`config.mk`:
```
export PLATFORM = sky130hd
export DESIGN_NAME = wnd_suppressor
export DESIGN_NICKNAME = d
export VERILOG_FILES = /design/src/wnd_pkg.sv /design/src/wnd_suppressor.sv
export VERILOG_INCLUDE_DIRS = /design/src
export SDC_FILE = /design/constraint.sdc
export NUM_CORES = 2
export LEC_CHECK = 0
export BUFFER_PORTS_ARGS = -buffer_cell sky130_fd_sc_hd__buf_2
export CAP_MARGIN = 20
export CORE_MARGIN = 2
export CORE_UTILIZATION = 59
export CTS_CLUSTER_DIAMETER = 150
export CTS_CLUSTER_SIZE = 25
export DETAILED_ROUTE_END_ITERATION = 6
export PLACE_DENSITY_LB_ADDON = 0.15
export REMOVE_ABC_BUFFERS = 1
export SETUP_SLACK_MARGIN = 0.02
export SKIP_CTS_REPAIR_TIMING = 1
export SYNTH_ARGS = -nofsm -noshare
export SYNTH_HDL_FRONTEND = slang
export SYNTH_HIERARCHICAL = 1
export SYNTH_SLANG_ARGS = --single-unit
```
`constraint.sdc`:
```
create_clock -name core_clk -period 78 [get_ports core_clk]
set_input_delay 0 -clock core_clk [delete_from_list [all_inputs] [get_ports core_clk]]
set_output_delay 0 -clock core_clk [all_outputs]
set_load 0.01 [all_outputs]
```
`src/wnd_regs.svh`:
```
// Purpose: register offsets, reset values and timing for the wind suppressor
// Assumes: 32-bit AXI4-Lite, one aligned word per register
// Notes:   gains are unsigned Q1.15, 16'h8000 is unity
`ifndef WND_REGS_SVH
`define WND_REGS_SVH
`define WND_OFS_CTRL    8'h00
`define WND_OFS_FLOOR   8'h04
`define WND_OFS_SENS    8'h08
`define WND_OFS_ATTACK  8'h0c
`define WND_OFS_DECAY   8'h10
`define WND_OFS_LOWTH   8'h14
`define WND_OFS_HIGHTH  8'h18
`define WND_OFS_RATE    8'h1c
`define WND_OFS_FULL0   8'h20
`define WND_OFS_INNER   8'h30
`define WND_OFS_METRIC  8'h34
`define WND_OFS_STATUS  8'h38
`define WND_OFS_SEP     8'h3c
`define WND_CTRL_EN     0
`define WND_CTRL_PRE_LO 1
`define WND_CTRL_PRE_HI 2
`define WND_CTRL_FS     3
`define WND_UNITY       16'h8000
`define WND_RST_FLOOR   16'h0010
`define WND_RST_SENS    16'h0064
`define WND_RST_ATTACK  4'h2
`define WND_RST_DECAY   4'h8
`define WND_RST_LOWTH   16'h012c
`define WND_RST_HIGHTH  16'h0258
`define WND_RST_RATE    16'h7eb8
`define WND_RST_FULL    16'h0ccd
`define WND_RST_SEP     8'h0c
`define WND_SEP_MIN_MM  8'h05
`define WND_SEP_MAX_MM  8'h32
`define WND_CLK_HZ      100000000
`define WND_UPD_HZ      12000
`define WND_PCT_FULL    100
`endif

```
`src/wnd_pkg.sv`:
```
// Purpose: types shared by the wind suppressor
// Assumes: nothing beyond the register header
// Notes:   the sample pair carries both outside microphones together
`default_nettype none
package wnd_pkg;
    typedef struct packed {
        logic signed [15:0] outerA;
        logic signed [15:0] outerB;
    } wnd_mic_pair_t;
    typedef enum logic {WND_IDLE, WND_BUSY} wnd_eng_t;
    typedef struct packed {
        logic [15:0] outerGain;
        logic [15:0] voiceGain;
        logic [15:0] innerGain;
    } wnd_gains_t;
endpackage
`default_nettype wire

```
`src/wnd_suppressor.sv`:
```
// Purpose: wind metric, suppression cap and gain ramp behind AXI4-Lite
// Assumes: microphone pairs arrive synchronous to core_clk
// Notes:   metric front end is a simple difference estimator
//
// Summary of operation
// (RULE_01) no suppression below low threshold, full suppression above high
// (RULE_02) applied fraction rises linearly between the two thresholds
// (RULE_03) only outer_path and voice gains ramp; inner_path gain untouched
// (RULE_04) metric computed continuously from the two outside microphones
// (RULE_05) full-suppression gain held per preset; active preset used
// (RULE_06) gain multiplied by rate factor at 12 kHz toward capped target
// (RULE_07) rate factor of one gives no attenuation step
// (RULE_08) attack setting only sets metric rise speed
// (RULE_09) decay setting only sets metric fall speed
// (RULE_10) outer_path energy below noise floor forces metric input to zero
// (RULE_11) metric scaled by sensitivity percentage
// (RULE_12) full gain zero mutes, one half attenuates six decibels
// (RULE_13) readable metric refreshed only while detection enabled
// (RULE_14) host enables leak_compensation support algorithm where needed
// (RULE_15) separation only for 96 or 192 kHz and 5 to 50 mm; code checks only the 5 to 50 mm range, not the rate
// (RULE_16) host enables third downsampler and connects both microphones
// (RULE_17) metric register is read-only; writes have no effect
`include "wnd_regs.svh"
`default_nettype none

module wnd_fifo #(
    parameter int WIDTH = 32,
    parameter int DEPTH = 16
) (
    // clock and reset
    input  wire logic             core_clk,
    input  wire logic             rst,
    // fill side
    input  wire logic             inValid,
    output logic                  inReady,
    input  wire logic [WIDTH-1:0] inData,
    // drain side
    output logic                  outValid,
    input  wire logic             outReady,
    output logic      [WIDTH-1:0] outData
);
    localparam int AW = $clog2(DEPTH);
    logic [WIDTH-1:0] mem [DEPTH];
    logic [AW-1:0]    wrPtr_q;
    logic [AW-1:0]    rdPtr_q;
    logic [AW:0]      count_q;
    logic             push;
    logic             pop;

    assign inReady  = (count_q != DEPTH[AW:0]);
    assign outValid = (count_q != '0);
    assign outData  = mem[rdPtr_q];
    assign push     = inValid && inReady;
    assign pop      = outValid && outReady;

    always_ff @(posedge core_clk)
    begin
        if (push)
        begin
            mem[wrPtr_q] <= inData;
        end
    end

    always_ff @(posedge core_clk)
    begin
        if (rst)
        begin
            wrPtr_q <= '0;
            rdPtr_q <= '0;
            count_q <= '0;
        end
        else
        begin
            if (push)
            begin
                wrPtr_q <= wrPtr_q + 1'b1;
            end
            if (pop)
            begin
                rdPtr_q <= rdPtr_q + 1'b1;
            end
            count_q <= count_q + {{AW{1'b0}}, push} - {{AW{1'b0}}, pop};
        end
    end
endmodule

module wnd_suppressor #(
    parameter int FIFO_DEPTH  = 16,
    parameter int PROC_CYCLES = 4,
    parameter int TICK_CYCLES = `WND_CLK_HZ / `WND_UPD_HZ
) (
    // clock and reset
    input  wire logic                 core_clk,
    input  wire logic                 rst,
    // axi4-lite write
    input  wire logic                 s_axi_awvalid,
    output logic                      s_axi_awready,
    input  wire logic [7:0]           s_axi_awaddr,
    input  wire logic                 s_axi_wvalid,
    output logic                      s_axi_wready,
    input  wire logic [31:0]          s_axi_wdata,
    input  wire logic [3:0]           s_axi_wstrb,
    output logic                      s_axi_bvalid,
    input  wire logic                 s_axi_bready,
    output logic      [1:0]           s_axi_bresp,
    // axi4-lite read
    input  wire logic                 s_axi_arvalid,
    output logic                      s_axi_arready,
    input  wire logic [7:0]           s_axi_araddr,
    output logic                      s_axi_rvalid,
    input  wire logic                 s_axi_rready,
    output logic      [31:0]          s_axi_rdata,
    output logic      [1:0]           s_axi_rresp,
    // outside microphone pairs
    input  wire logic                 micValid,
    output logic                      micReady,
    input  wire wnd_pkg::wnd_mic_pair_t micData,
    // path gains
    output wnd_pkg::wnd_gains_t       gains
);
    localparam int PW = $clog2(PROC_CYCLES + 1);
    localparam int TW = $clog2(TICK_CYCLES + 1);

    // registers
    logic        enable_q;
    logic [1:0]  preset_q;
    logic        fsHigh_q;
    logic [15:0] floor_q;
    logic [15:0] sens_q;
    logic [3:0]  attack_q;
    logic [3:0]  decay_q;
    logic [15:0] lowTh_q;
    logic [15:0] highTh_q;
    logic [15:0] rate_q;
    logic [15:0] fullGain_q [4];
    logic [15:0] innerGain_q;
    logic [7:0]  sep_q;
    logic [15:0] metric_q;
    logic [15:0] outerGain_q;

    // write channel
    logic        awHeld_q;
    logic [7:0]  awAddr_q;
    logic        wHeld_q;
    logic [31:0] wData_q;
    logic [3:0]  wStrb_q;
    logic        bValid_q;
    logic [1:0]  bResp_q;
    logic        doWrite;
    logic        wrHit;
    logic [7:0]  wrAddr;
    logic [15:0] wrHalf;

    assign s_axi_awready = !awHeld_q && !bValid_q;
    assign s_axi_wready  = !wHeld_q && !bValid_q;
    assign s_axi_bvalid  = bValid_q;
    assign s_axi_bresp   = bResp_q;
    assign doWrite       = awHeld_q && wHeld_q && !bValid_q;
    assign wrAddr        = awAddr_q;
    assign wrHalf        = wData_q[15:0];
    assign wrHit = (wrAddr[1:0] == 2'h0) && (wrAddr <= `WND_OFS_SEP);

    always_ff @(posedge core_clk)
    begin
        if (rst)
        begin
            awHeld_q <= 1'b0;
            wHeld_q  <= 1'b0;
            bValid_q <= 1'b0;
            bResp_q  <= 2'h0;
            awAddr_q <= 8'h00;
            wData_q  <= 32'h0000_0000;
            wStrb_q  <= 4'h0;
        end
        else
        begin
            if (s_axi_awvalid && s_axi_awready)
            begin
                awHeld_q <= 1'b1;
                awAddr_q <= s_axi_awaddr;
            end
            if (s_axi_wvalid && s_axi_wready)
            begin
                wHeld_q <= 1'b1;
                wData_q <= s_axi_wdata;
                wStrb_q <= s_axi_wstrb;
            end
            if (doWrite)
            begin
                awHeld_q <= 1'b0;
                wHeld_q  <= 1'b0;
                bValid_q <= 1'b1;
                bResp_q  <= wrHit ? 2'h0 : 2'h2;
            end
            else if (bValid_q && s_axi_bready)
            begin
                bValid_q <= 1'b0;
            end
        end
    end

    // register file; only the low two byte lanes carry data
    always_ff @(posedge core_clk)
    begin
        if (rst)
        begin
            enable_q    <= 1'b0;
            preset_q    <= 2'h0;
            fsHigh_q    <= 1'b0;
            floor_q     <= `WND_RST_FLOOR;
            sens_q      <= `WND_RST_SENS;
            attack_q    <= `WND_RST_ATTACK;
            decay_q     <= `WND_RST_DECAY;
            lowTh_q     <= `WND_RST_LOWTH;
            highTh_q    <= `WND_RST_HIGHTH;
            rate_q      <= `WND_RST_RATE;
            innerGain_q <= `WND_UNITY;
            sep_q       <= `WND_RST_SEP;
            for (int i = 0; i < 4; i++)
            begin
                fullGain_q[i] <= `WND_RST_FULL;
            end
        end
        else if (doWrite && wStrb_q[0])
        begin
            case (wrAddr)
                `WND_OFS_CTRL:
                begin
                    enable_q <= wData_q[`WND_CTRL_EN];
                    preset_q <= wData_q[`WND_CTRL_PRE_HI:`WND_CTRL_PRE_LO];
                    fsHigh_q <= wData_q[`WND_CTRL_FS];
                end
                `WND_OFS_FLOOR:  floor_q  <= wrHalf;
                `WND_OFS_SENS:   sens_q   <= wrHalf;
                `WND_OFS_ATTACK: attack_q <= wData_q[3:0]; // RULE_08
                `WND_OFS_DECAY:  decay_q  <= wData_q[3:0]; // RULE_09
                `WND_OFS_LOWTH:  lowTh_q  <= wrHalf;
                `WND_OFS_HIGHTH: highTh_q <= wrHalf;
                `WND_OFS_RATE:
                    rate_q <= (wrHalf > `WND_UNITY) ? `WND_UNITY : wrHalf;
                `WND_OFS_INNER:  innerGain_q <= wrHalf;
                `WND_OFS_SEP:
                    // out-of-range distances are dropped, old value kept
                    if (wData_q[7:0] >= `WND_SEP_MIN_MM
                        && wData_q[7:0] <= `WND_SEP_MAX_MM)
                    begin
                        sep_q <= wData_q[7:0]; // RULE_15
                    end
                default:
                    // preset gains sit at four consecutive words
                    if (wrAddr[7:4] == `WND_OFS_FULL0 >> 4)
                    begin
                        fullGain_q[wrAddr[3:2]] <= (wrHalf > `WND_UNITY)
                            ? `WND_UNITY : wrHalf; // RULE_05
                    end
            endcase
        end
    end

    // read channel; metric and status offsets are read-only
    logic        rValid_q;
    logic [31:0] rData_q;
    logic [1:0]  rResp_q;
    logic [31:0] rdWord;
    logic        rdHit;

    assign s_axi_arready = !rValid_q;
    assign s_axi_rvalid  = rValid_q;
    assign s_axi_rdata   = rData_q;
    assign s_axi_rresp   = rResp_q;

    always_comb
    begin
        rdHit  = (s_axi_araddr[1:0] == 2'h0)
                 && (s_axi_araddr <= `WND_OFS_SEP);
        rdWord = 32'h0000_0000;
        case (s_axi_araddr)
            `WND_OFS_CTRL:
                rdWord = {28'h0, fsHigh_q, preset_q, enable_q};
            `WND_OFS_FLOOR:  rdWord = {16'h0, floor_q};
            `WND_OFS_SENS:   rdWord = {16'h0, sens_q};
            `WND_OFS_ATTACK: rdWord = {28'h0, attack_q};
            `WND_OFS_DECAY:  rdWord = {28'h0, decay_q};
            `WND_OFS_LOWTH:  rdWord = {16'h0, lowTh_q};
            `WND_OFS_HIGHTH: rdWord = {16'h0, highTh_q};
            `WND_OFS_RATE:   rdWord = {16'h0, rate_q};
            `WND_OFS_INNER:  rdWord = {16'h0, innerGain_q};
            `WND_OFS_METRIC: rdWord = {16'h0, metric_q};
            `WND_OFS_STATUS: rdWord = {16'h0, outerGain_q};
            `WND_OFS_SEP:    rdWord = {24'h0, sep_q};
            default:
                if (s_axi_araddr[7:4] == `WND_OFS_FULL0 >> 4)
                begin
                    rdWord = {16'h0, fullGain_q[s_axi_araddr[3:2]]};
                end
        endcase
    end

    always_ff @(posedge core_clk)
    begin
        if (rst)
        begin
            rValid_q <= 1'b0;
            rData_q  <= 32'h0000_0000;
            rResp_q  <= 2'h0;
        end
        else if (s_axi_arvalid && s_axi_arready)
        begin
            rValid_q <= 1'b1;
            rData_q  <= rdHit ? rdWord : 32'h0000_0000;
            rResp_q  <= rdHit ? 2'h0 : 2'h2;
        end
        else if (rValid_q && s_axi_rready)
        begin
            rValid_q <= 1'b0;
        end
    end

    // sample buffer; the engine drains one pair per slot, so it can fill
    wnd_pkg::wnd_mic_pair_t fifoData;
    logic                   fifoValid;
    logic                   take;
    wnd_pkg::wnd_eng_t      eng_q;
    logic [PW-1:0]          busyCnt_q;

    assign take = fifoValid && (eng_q == wnd_pkg::WND_IDLE);

    wnd_fifo #(
        .WIDTH ($bits(wnd_pkg::wnd_mic_pair_t)),
        .DEPTH (FIFO_DEPTH)
    ) u_fifo (
        .core_clk (core_clk),
        .rst      (rst),
        .inValid  (micValid),
        .inReady  (micReady),
        .inData   (micData),
        .outValid (fifoValid),
        .outReady (take),
        .outData  (fifoData)
    );

    always_ff @(posedge core_clk)
    begin
        if (rst)
        begin
            eng_q     <= wnd_pkg::WND_IDLE;
            busyCnt_q <= '0;
        end
        else
        begin
            case (eng_q)
                wnd_pkg::WND_IDLE:
                    if (take)
                    begin
                        eng_q     <= wnd_pkg::WND_BUSY;
                        busyCnt_q <= PW'(PROC_CYCLES - 1);
                    end
                wnd_pkg::WND_BUSY:
                    if (busyCnt_q == '0)
                    begin
                        eng_q <= wnd_pkg::WND_IDLE;
                    end
                    else
                    begin
                        busyCnt_q <= busyCnt_q - 1'b1;
                    end
                default: eng_q <= wnd_pkg::WND_IDLE;
            endcase
        end
    end

    // metric estimate: outside-mic difference, gated and scaled
    logic [16:0] energy;
    logic [16:0] diffMag;
    logic [33:0] scaledWide;
    logic [15:0] scaled_q;
    logic        scaledNew_q;

    always_comb
    begin
        energy  = fifoData.outerA[15] ? 17'(-fifoData.outerA)
                                      : 17'(fifoData.outerA);
        diffMag = 17'(fifoData.outerA) - 17'(fifoData.outerB);
        if (diffMag[16])
        begin
            diffMag = -diffMag;
        end
        // RULE_04 RULE_11
        scaledWide = 34'(diffMag) * 34'(sens_q) / 34'(`WND_PCT_FULL);
    end

    always_ff @(posedge core_clk)
    begin
        if (rst)
        begin
            scaled_q    <= 16'h0000;
            scaledNew_q <= 1'b0;
        end
        else
        begin
            scaledNew_q <= take;
            if (take)
            begin
                if (energy < {1'b0, floor_q})
                begin
                    scaled_q <= 16'h0000; // RULE_10
                end
                else
                begin
                    scaled_q <= (scaledWide > 34'h0ffff) ? 16'hffff
                                : scaledWide[15:0];
                end
            end
        end
    end

    // attack/decay smoothing; frozen while detection is off
    always_ff @(posedge core_clk)
    begin
        if (rst)
        begin
            metric_q <= 16'h0000;
        end
        else if (scaledNew_q && enable_q) // RULE_13 RULE_17
        begin
            if (scaled_q > metric_q)
            begin
                metric_q <= metric_q + ((scaled_q - metric_q) >> attack_q);
            end
            else
            begin
                metric_q <= metric_q - ((metric_q - scaled_q) >> decay_q);
            end
        end
    end

    // suppression cap from metric and thresholds
    logic [8:0]  frac;
    logic [15:0] span;
    logic [15:0] activeFull;
    logic [24:0] depth;
    logic [15:0] cap;

    always_comb
    begin
        span       = highTh_q - lowTh_q;
        activeFull = fullGain_q[preset_q]; // RULE_05
        if (metric_q <= lowTh_q)
        begin
            frac = 9'h000; // RULE_01
        end
        else if (metric_q >= highTh_q || span == 16'h0000)
        begin
            frac = 9'h100; // RULE_01
        end
        else
        begin
            // RULE_02
            frac = 9'((24'(metric_q - lowTh_q) << 8) / 24'(span));
        end
        // RULE_12
        depth = 25'(`WND_UNITY - activeFull) * 25'(frac);
        cap   = enable_q ? (`WND_UNITY - depth[23:8]) : `WND_UNITY;
    end

    // 12 kHz update tick; a long count, so it is a parameter
    logic [TW-1:0] tickCnt_q;
    logic          tick;
    logic [31:0]   stepped;

    assign tick    = (tickCnt_q == '0);
    assign stepped = 32'(outerGain_q) * 32'(rate_q);

    always_ff @(posedge core_clk)
    begin
        if (rst)
        begin
            tickCnt_q <= TW'(TICK_CYCLES - 1);
        end
        else
        begin
            tickCnt_q <= tick ? TW'(TICK_CYCLES - 1) : tickCnt_q - 1'b1;
        end
    end

    // gain falls geometrically but never below cap; recovers at once
    always_ff @(posedge core_clk)
    begin
        if (rst)
        begin
            outerGain_q <= `WND_UNITY;
        end
        else if (tick) // RULE_06
        begin
            if (outerGain_q > cap)
            begin
                // RULE_07
                outerGain_q <= (stepped[30:15] < cap) ? cap : stepped[30:15];
            end
            else
            begin
                outerGain_q <= cap;
            end
        end
    end

    assign gains.outerGain = outerGain_q; // RULE_03
    assign gains.voiceGain = outerGain_q;
    assign gains.innerGain = innerGain_q; // RULE_03
endmodule
`default_nettype wire
```
# Yosys cells after proc, flatten, opt, wreduce, memory -nomap -nowiden
# Memories as Yosys holds them, arrays and structs flattened. A register that Yosys moved wholly into a read port is not among the register bits.
# Cells that the tools add are included.
dict set report totals {
  register_bits 261
  latch_bits 0
  ram_bits 576
  rom_bits 0
  in_bits 92
  out_inout_bits 90
  elab_cells 185
  mem_count 2
}
# memory words word_bits read_ports rd_ports_with_merged_regs write_ports line
set mem_list {}
lappend mem_list {u_fifo.mem 16 32 1 1 1 wnd_suppressor.sv:43} ;# logic [WIDTH-1:0] mem [DEPTH];
lappend mem_list {fullGain_q 4 16 2 1 4 wnd_suppressor.sv:135} ;# logic [15:0] fullGain_q [4];
dict set report op_classes {
  add_sub_neg 17
  n_mul 3
  div_mod_pow 2
  n_lt_le_gt_ge 12
  n_eq_ne 25
  n_shift 2
  mux 42
  bitwise_logic 1
  reduce_logical 47
}
# operator n
set ops {}
lappend ops {{one-hot mux 16 bit (12 select lines)} 1}
lappend ops {{2-to-1 mux 16 bit} 9}
lappend ops {{subtractor 16 bit} 5}
lappend ops {{equality test 8 x 5 -> 1 bit, second input constant} 8}
lappend ops {{equality test 8 x 6 -> 1 bit, second input constant} 6}
lappend ops {{divider 33 x 7 -> 34 bit, second input constant} 1}
lappend ops {{> comparator 34 x 16 -> 1 bit, second input constant} 1}
lappend ops {{2-to-1 mux 17 bit} 2}
lappend ops {{multiplier 17 x 16 -> 33 bit} 1}
lappend ops {{equality test 8 x 4 -> 1 bit, second input constant} 4}
lappend ops {{> comparator 16 bit} 2}
lappend ops {{2-to-1 mux 32 bit} 1}
lappend ops {{>> shifter 16 x 4 -> 16 bit} 2}
lappend ops {{multiplier 16 x 16 -> 31 bit} 1}
lappend ops {{divider 24 x 16 -> 24 bit} 1}
lappend ops {{less-or-equal comparator 8 x 6 -> 1 bit, second input constant} 3}
lappend ops {{multiplier 17 x 10 -> 24 bit} 1}
lappend ops {{AND reduction 2 bit} 10}
lappend ops {{2-to-1 mux 9 bit} 2}
lappend ops {{logical AND 1 bit} 17}
lappend ops {{< comparator 17 x 16 -> 1 bit} 1}
lappend ops {{negation 16 -> 17 bit} 1}
lappend ops {{negation 17 bit} 1}
lappend ops {{subtractor 16 x 16 -> 17 bit} 1}
lappend ops {{other kinds (38)} 69}

# Depth between registers and ports, before layout
dict set report depth {
  word_depth 11
  ltp_mapped 488
  mapped_depth_nobuf 463
}

# Hierarchy
# The synthesis kept the hierarchy.
# module n_inst cells_each area_each_um2 seq_area_each_um2
set modules_own_cells {}
lappend modules_own_cells {wnd_suppressor 1 7905 61793.0 6566.3}
lappend modules_own_cells {wnd_fifo 1 893 20019.2 15715.1}

# Worst setup path before layout
# No wires, ideal clock.
dict set report synth_timing {
  path_kind {reg-to-reg}
  from {register metric_q[1]}
  to {register outerGain_q[12]}
  setup_time_ns 0.086
  t_arrival_ns 77.012
  t_required_ns 77.914
  setup_slack_ns 0.902
  stages_incl_launch_ff 476
  n_path_buf 30
  synth_period_minus_slack_ns 77.098
  path_cell_list {dfxtp_1 -> ha_1 -> a21o_1 -> a21o_1 -> a21oi_1 -> o21bai_1 -> a21o_1 -> nand2_1 -> a21boi_0 -> o21ai_0 -> a21oi_1 -> o21ai_0 -> nand2b_1 -> a21o_1 -> a21o_1 -> a21o_1 -> a21oi_1 -> xnor2_1 -> (+440 left out) -> a31oi_1 -> or2_2 -> or2_1 -> mux2_2 -> a21oi_1 -> xnor2_1 -> and2_1 -> ha_1 -> a21oi_1 -> o21ai_0 -> a21oi_1 -> a31o_2 -> a21o_1 -> clkbuf_1 -> buf_1 -> nand3_1 -> o31a_1 -> a211oi_1}
}
dict set report synth_via {
  elab_chain_len 10
  elab_cells_between_ends 14
  cone_classes {add/sub (2); mul (1); div (1); order compare (4); mux (5); reduce/logical (1)}
}
# item line
set synth_rtl {}
lappend synth_rtl {{start, declared} wnd_suppressor.sv:138} ;# logic [15:0] metric_q;
lappend synth_rtl {{start signal, assigned} wnd_suppressor.sv:428} ;# metric_q <= metric_q + ((scaled_q - metric_q) >> attack_q);
lappend synth_rtl {{start signal, assigned} wnd_suppressor.sv:432} ;# metric_q <= metric_q - ((metric_q - scaled_q) >> decay_q);
lappend synth_rtl {{subtractor 16 bit / greater-or-equal comparator 16 bit (equally long branches)} {wnd_suppressor.sv:459, wnd_suppressor.sv:452}}
lappend synth_rtl {{divider 24 x 16 -> 24 bit / logical OR 1 bit (equally long branches)} {wnd_suppressor.sv:459, wnd_suppressor.sv:452}}
lappend synth_rtl {{2-to-1 mux 9 bit} wnd_suppressor.sv:452} ;# else if (metric_q >= highTh_q || span == 16'h0000)
lappend synth_rtl {{2-to-1 mux 9 bit *} wnd_suppressor.sv:448} ;# if (metric_q <= lowTh_q)
lappend synth_rtl {{multiplier 17 x 10 -> 24 bit *} wnd_suppressor.sv:462} ;# depth = 25'(`WND_UNITY - activeFull) * 25'(frac);
lappend synth_rtl {{subtractor 16 bit (no line) *} n/a}
lappend synth_rtl {{2-to-1 mux 16 bit (no line) *} n/a}
lappend synth_rtl {{< comparator 16 bit} wnd_suppressor.sv:498} ;# outerGain_q <= (stepped[30:15] < cap) ? cap : stepped[30:15];
lappend synth_rtl {{2-to-1 mux 16 bit} wnd_suppressor.sv:498}
lappend synth_rtl {{2-to-1 mux 16 bit *} wnd_suppressor.sv:495} ;# if (outerGain_q > cap)
lappend synth_rtl {{end signal, assigned} wnd_suppressor.sv:491} ;# outerGain_q <= `WND_UNITY;
lappend synth_rtl {{end signal, assigned} wnd_suppressor.sv:498}
lappend synth_rtl {{end signal, assigned} wnd_suppressor.sv:502} ;# outerGain_q <= cap;
lappend synth_rtl {{end, declared} wnd_suppressor.sv:139} ;# logic [15:0] outerGain_q;
# Every way passes the cells marked *; elsewhere a longest branch is shown, timed or not.
# A chain may end at the register's enable or synchronous reset.

# Worst setup path in the final report
dict set report layout_timing {
  from {register lowTh_q[1]}
  to {register outerGain_q[3]}
}
dict set report layout_via {
  elab_chain_len 11
  elab_cells_between_ends 15
  cone_classes {add/sub (3); mul (1); div (1); order compare (3); mux (5); reduce/logical (2)}
}
# item line
set layout_rtl {}
lappend layout_rtl {{start, declared} wnd_suppressor.sv:132} ;# logic [15:0] lowTh_q;
lappend layout_rtl {{start signal, assigned} wnd_suppressor.sv:214} ;# lowTh_q <= `WND_RST_LOWTH;
lappend layout_rtl {{start signal, assigned} wnd_suppressor.sv:237} ;# `WND_OFS_LOWTH: lowTh_q <= wrHalf;
lappend layout_rtl {{branches (longest 4 deep; another with divider 24 x 16 -> 24 bit)} n/a}
lappend layout_rtl {{2-to-1 mux 9 bit *} wnd_suppressor.sv:448}
lappend layout_rtl {{multiplier 17 x 10 -> 24 bit *} wnd_suppressor.sv:462}
lappend layout_rtl {{subtractor 16 bit (no line) *} n/a}
lappend layout_rtl {{2-to-1 mux 16 bit (no line) *} n/a}
lappend layout_rtl {{< comparator 16 bit} wnd_suppressor.sv:498}
lappend layout_rtl {{2-to-1 mux 16 bit} wnd_suppressor.sv:498}
lappend layout_rtl {{2-to-1 mux 16 bit *} wnd_suppressor.sv:495}
# Mark *: on every way between the ends.

==> impl_metrics.csv <==
group,metric,value,unit
clocking,cts_buffers,40,
yosys,yosys_warnings,6,
yosys,yosysTopAreaCell,"edfxtp_1",
detailed_routing,route.detailed.drc,0,
yosys,synth_cells,8798,
detailed_routing,vias,67980,
clocking,cts.sinks,825,
finish,largest_reg_flops,512,
detailed_routing,dr.pass1.iters,6,
finish,area_growth,6.968,%
finish,drive_gt1_share,11.20,%
setup_path,timing.rr.start,"lowTh_q[1]",
clocking,clk_latency,0.67,ns
setup_path,critical_path_required,78.55,ns
timing,maxSlewHeadroom,15.95,%
yosys,synthArstFlopShare,0,%
clocking,htreeDepth,2,
yosys,seq_area_frac_synth,27.23,%
setup_path,worstPathMaxFanout,24,
setup_path,r2r_cells,445,
outcome,status,"finished clean",
place,port_buffers,144,
finish,fillers,11440,
yosys,synth-simple-area-share,16.16,%
clocking,cts-root-buf,"clkbuf_16",
setup_path,crit_end,"outerGain_q[3]",
yosys,syn_area,81810,um^2
detailed_routing,ant_nets,0,
global_routing,antenna_found_initial,16,
yosys,synth.most_common_cell,"nand2_1",
yosys,yosysUniqueCellTypes,147,
global_routing,grt_remaining_overflow,0,
global_routing,grt_pass1_wl,381.2,mm
setup_path,cp.arrival,73.76,ns
yosys,ys_top_cells_by_area,"edfxtp_1 21%, fa_1 13%, ha_1 10%, dfxtp_1 6.1%, nand2_1 4.8%",
setup_path,crit_top_cell,"o21a_1",
setup_path,cp_slowest_cell,"or4_4",
timing,period_share,93.85,%
yosys,ys_top_cells_by_count,"1046 x nand2_1, 901 x inv_1, 682 x ha_1",
yosys,syn_avg_cell_area,9.299,um^2
setup_path,r2r_slack,4.80,ns
floorplan,row_count,136,
yosys,synth-edff-count,576,
setup_path,cp-end-kind,"register",
place,place_area,84770,um^2
setup_path,start_kind,"register",
finish,fin_area,87510,um^2
clocking,clockBufferDepth,3,
detailed_routing,vias_per_cell,6.337,
setup_path,r2r-end,"outerGain_q[3]",
global_routing,track_usage,34.56,%
finish,fin_util,63.65,%
floorplan,initial_utilization,59.50,%
floorplan,dieArea,141700,um^2
finish,largest_register,"u_fifo/mem",
finish,reg.largest.list,"u_fifo/mem: 512 flops, fullGain_q: 64 flops",
timing,fmax,0.01366,GHz
yosys,ys_dominant_reg_cell,"edfxtp_1",
worst_hold_path,whs_path_depth,4,
setup_path,startpoint,"lowTh_q[1]",
clocking,cts_tree,"done",
yosys,synthAdderAreaFrac,23.45,%
detailed_routing,wl,248.2,mm
place,dp_hpwl,180.7,mm
timing,timing.final.crit_period,73.20,ns
finish,final_cells,10730,
floorplan,coreArea,137500,um^2
yosys,synthXorXnorAreaFrac,4.181,%
place,dp_cells,10540,
timing,finalSetupViolations,0,
global_routing,grt_pass1_vias,66400,
detailed_routing,wire_per_inst,23.14,um
floorplan,io-pin-count,182,
finish,nNetsFinal,10200,
place,place_congestion,1.006,
yosys,ys_seq_elements,825,
setup_path,cpPeakStageDelay,0.57,ns
yosys,synthMuxAreaShare,7.032,%
timing,timing.hold.ws,0.04921,ns
timing,worst_pin_slew,1.252,ns
timing,skew,0.04151,ns
worst_hold_path,worstHoldPathType,"primary input to register",
detailed_routing,drt_iter0_drc,6275,
global_routing,grt_max_degree,96,
yosys,yosysTopAreaCellShare,21.14,%
yosys,synth-compound-area-share,15.27,%
setup_path,critPathKind,"register to register",
clocking,clkTransAtPathRegs,0.10,ns
yosys,synth_top_family_by_area,"adder cells",
flow_run,maxCapViolations,0,
timing,report.final.slew_viol_count,0,
floorplan,die_h,376.4,um
floorplan,die_x,376.4,um
timing,hold_viol,0,
layout by cell type, fill, tap and decap left out, types with 103 or more instances in the layout:
cell	count
dfxtp_1	245
edfxtp_1	576
nand2_1	1044
o21a_1	145
nor3_1	214
ha_1	679
and2_1	232
buf_2	143
a21o_1	138
nand3_1	127
inv_1	898
fa_1	524
a21oi_1	493
nor2_1	607
buf_4	266
mux4_2	162
xnor2_1	270
xor2_1	103
o21ai_0	215
through the flow:
| step | setup TNS (ns) | setup slack [ns] |
|---|---|---|
| after global placement | 0 | 2.582 |
| final | 0 | 4.795 |
| after detailed placement | 0 | 0.1398 |
| after CTS | -2.540 | -0.2294 |
| after global routing | -8.088 | -0.5545 |
| after floorplan | -4.043 | -0.2702 |
worst min-delay path by stage:
stage                        from                 to
global placement     s_axi_rready       s_axi_rvalid
global route        s_axi_awvalid        awAddr_q[3]
detailed placement   s_axi_rready       s_axi_rvalid
finish              s_axi_awvalid        awAddr_q[5]
CTS                  s_axi_rready       s_axi_rvalid
floorplan                     rst  u_fifo/count_q[1]
final cells by class:
| class | instances | area, um^2 | area share (%) |
|---|---|---|---|
| clock inverter | 8 | 137.6 | 0.1573 |
| timing repair buffer | 487 | 3560 | 4.068 |
| multi-input combinational | 6642 | 54790 | 62.61 |
| sequential | 825 | 22290 | 25.47 |
| antenna | 6 | 15.01 | 0.01716 |
| clock buffer | 59 | 1072 | 1.225 |
| tap | 1794 | 2245 | 2.565 |
| inverter | 906 | 3401 | 3.886 |
cell families (layout without fill, tap and decap cells):
| kind of cell | after synthesis | count (layout) |
|---|---|---|
| AOI/OAI and AO/OA | 1839 | 1841 |
| xor gates and xnor gates | 385 | 385 |
| buffers and inverters | 1350 | 1460 |
| muxes | 358 | 358 |
| other | 1 | 24 |
| adders and majority gates | 1222 | 1222 |
| DFF | 825 | 825 |
| and+or+nand+nor | 2818 | 2818 |
layer usage:
metal / GRT usage, % / part of all wire (%) / vias up
met2: 56.60 / 46 / 2991
met1: 43.83 / 39 / 33300
met3: 7.658 / 9.6 / 683
met4: 15.56 / 5.3 / 16
met5: 0 / 0.037 / -
li1: - / - / 30990
critical path: cells and delay by family, from the launching register on:
kind                       cells  cell delay (ns)
xor gates and xnor gates       2             0.16
AOI/OAI and AO/OA            218            36.33
adders and majority gates     32            10.05
buffers and inverters         31             2.69
muxes                         12             3.25
and+or+nand+nor              150            20.12
DFF                            1             0.37
Power is not shown: default switching activity piles up to over one toggle a cycle in this logic, so the estimate is an artifact.
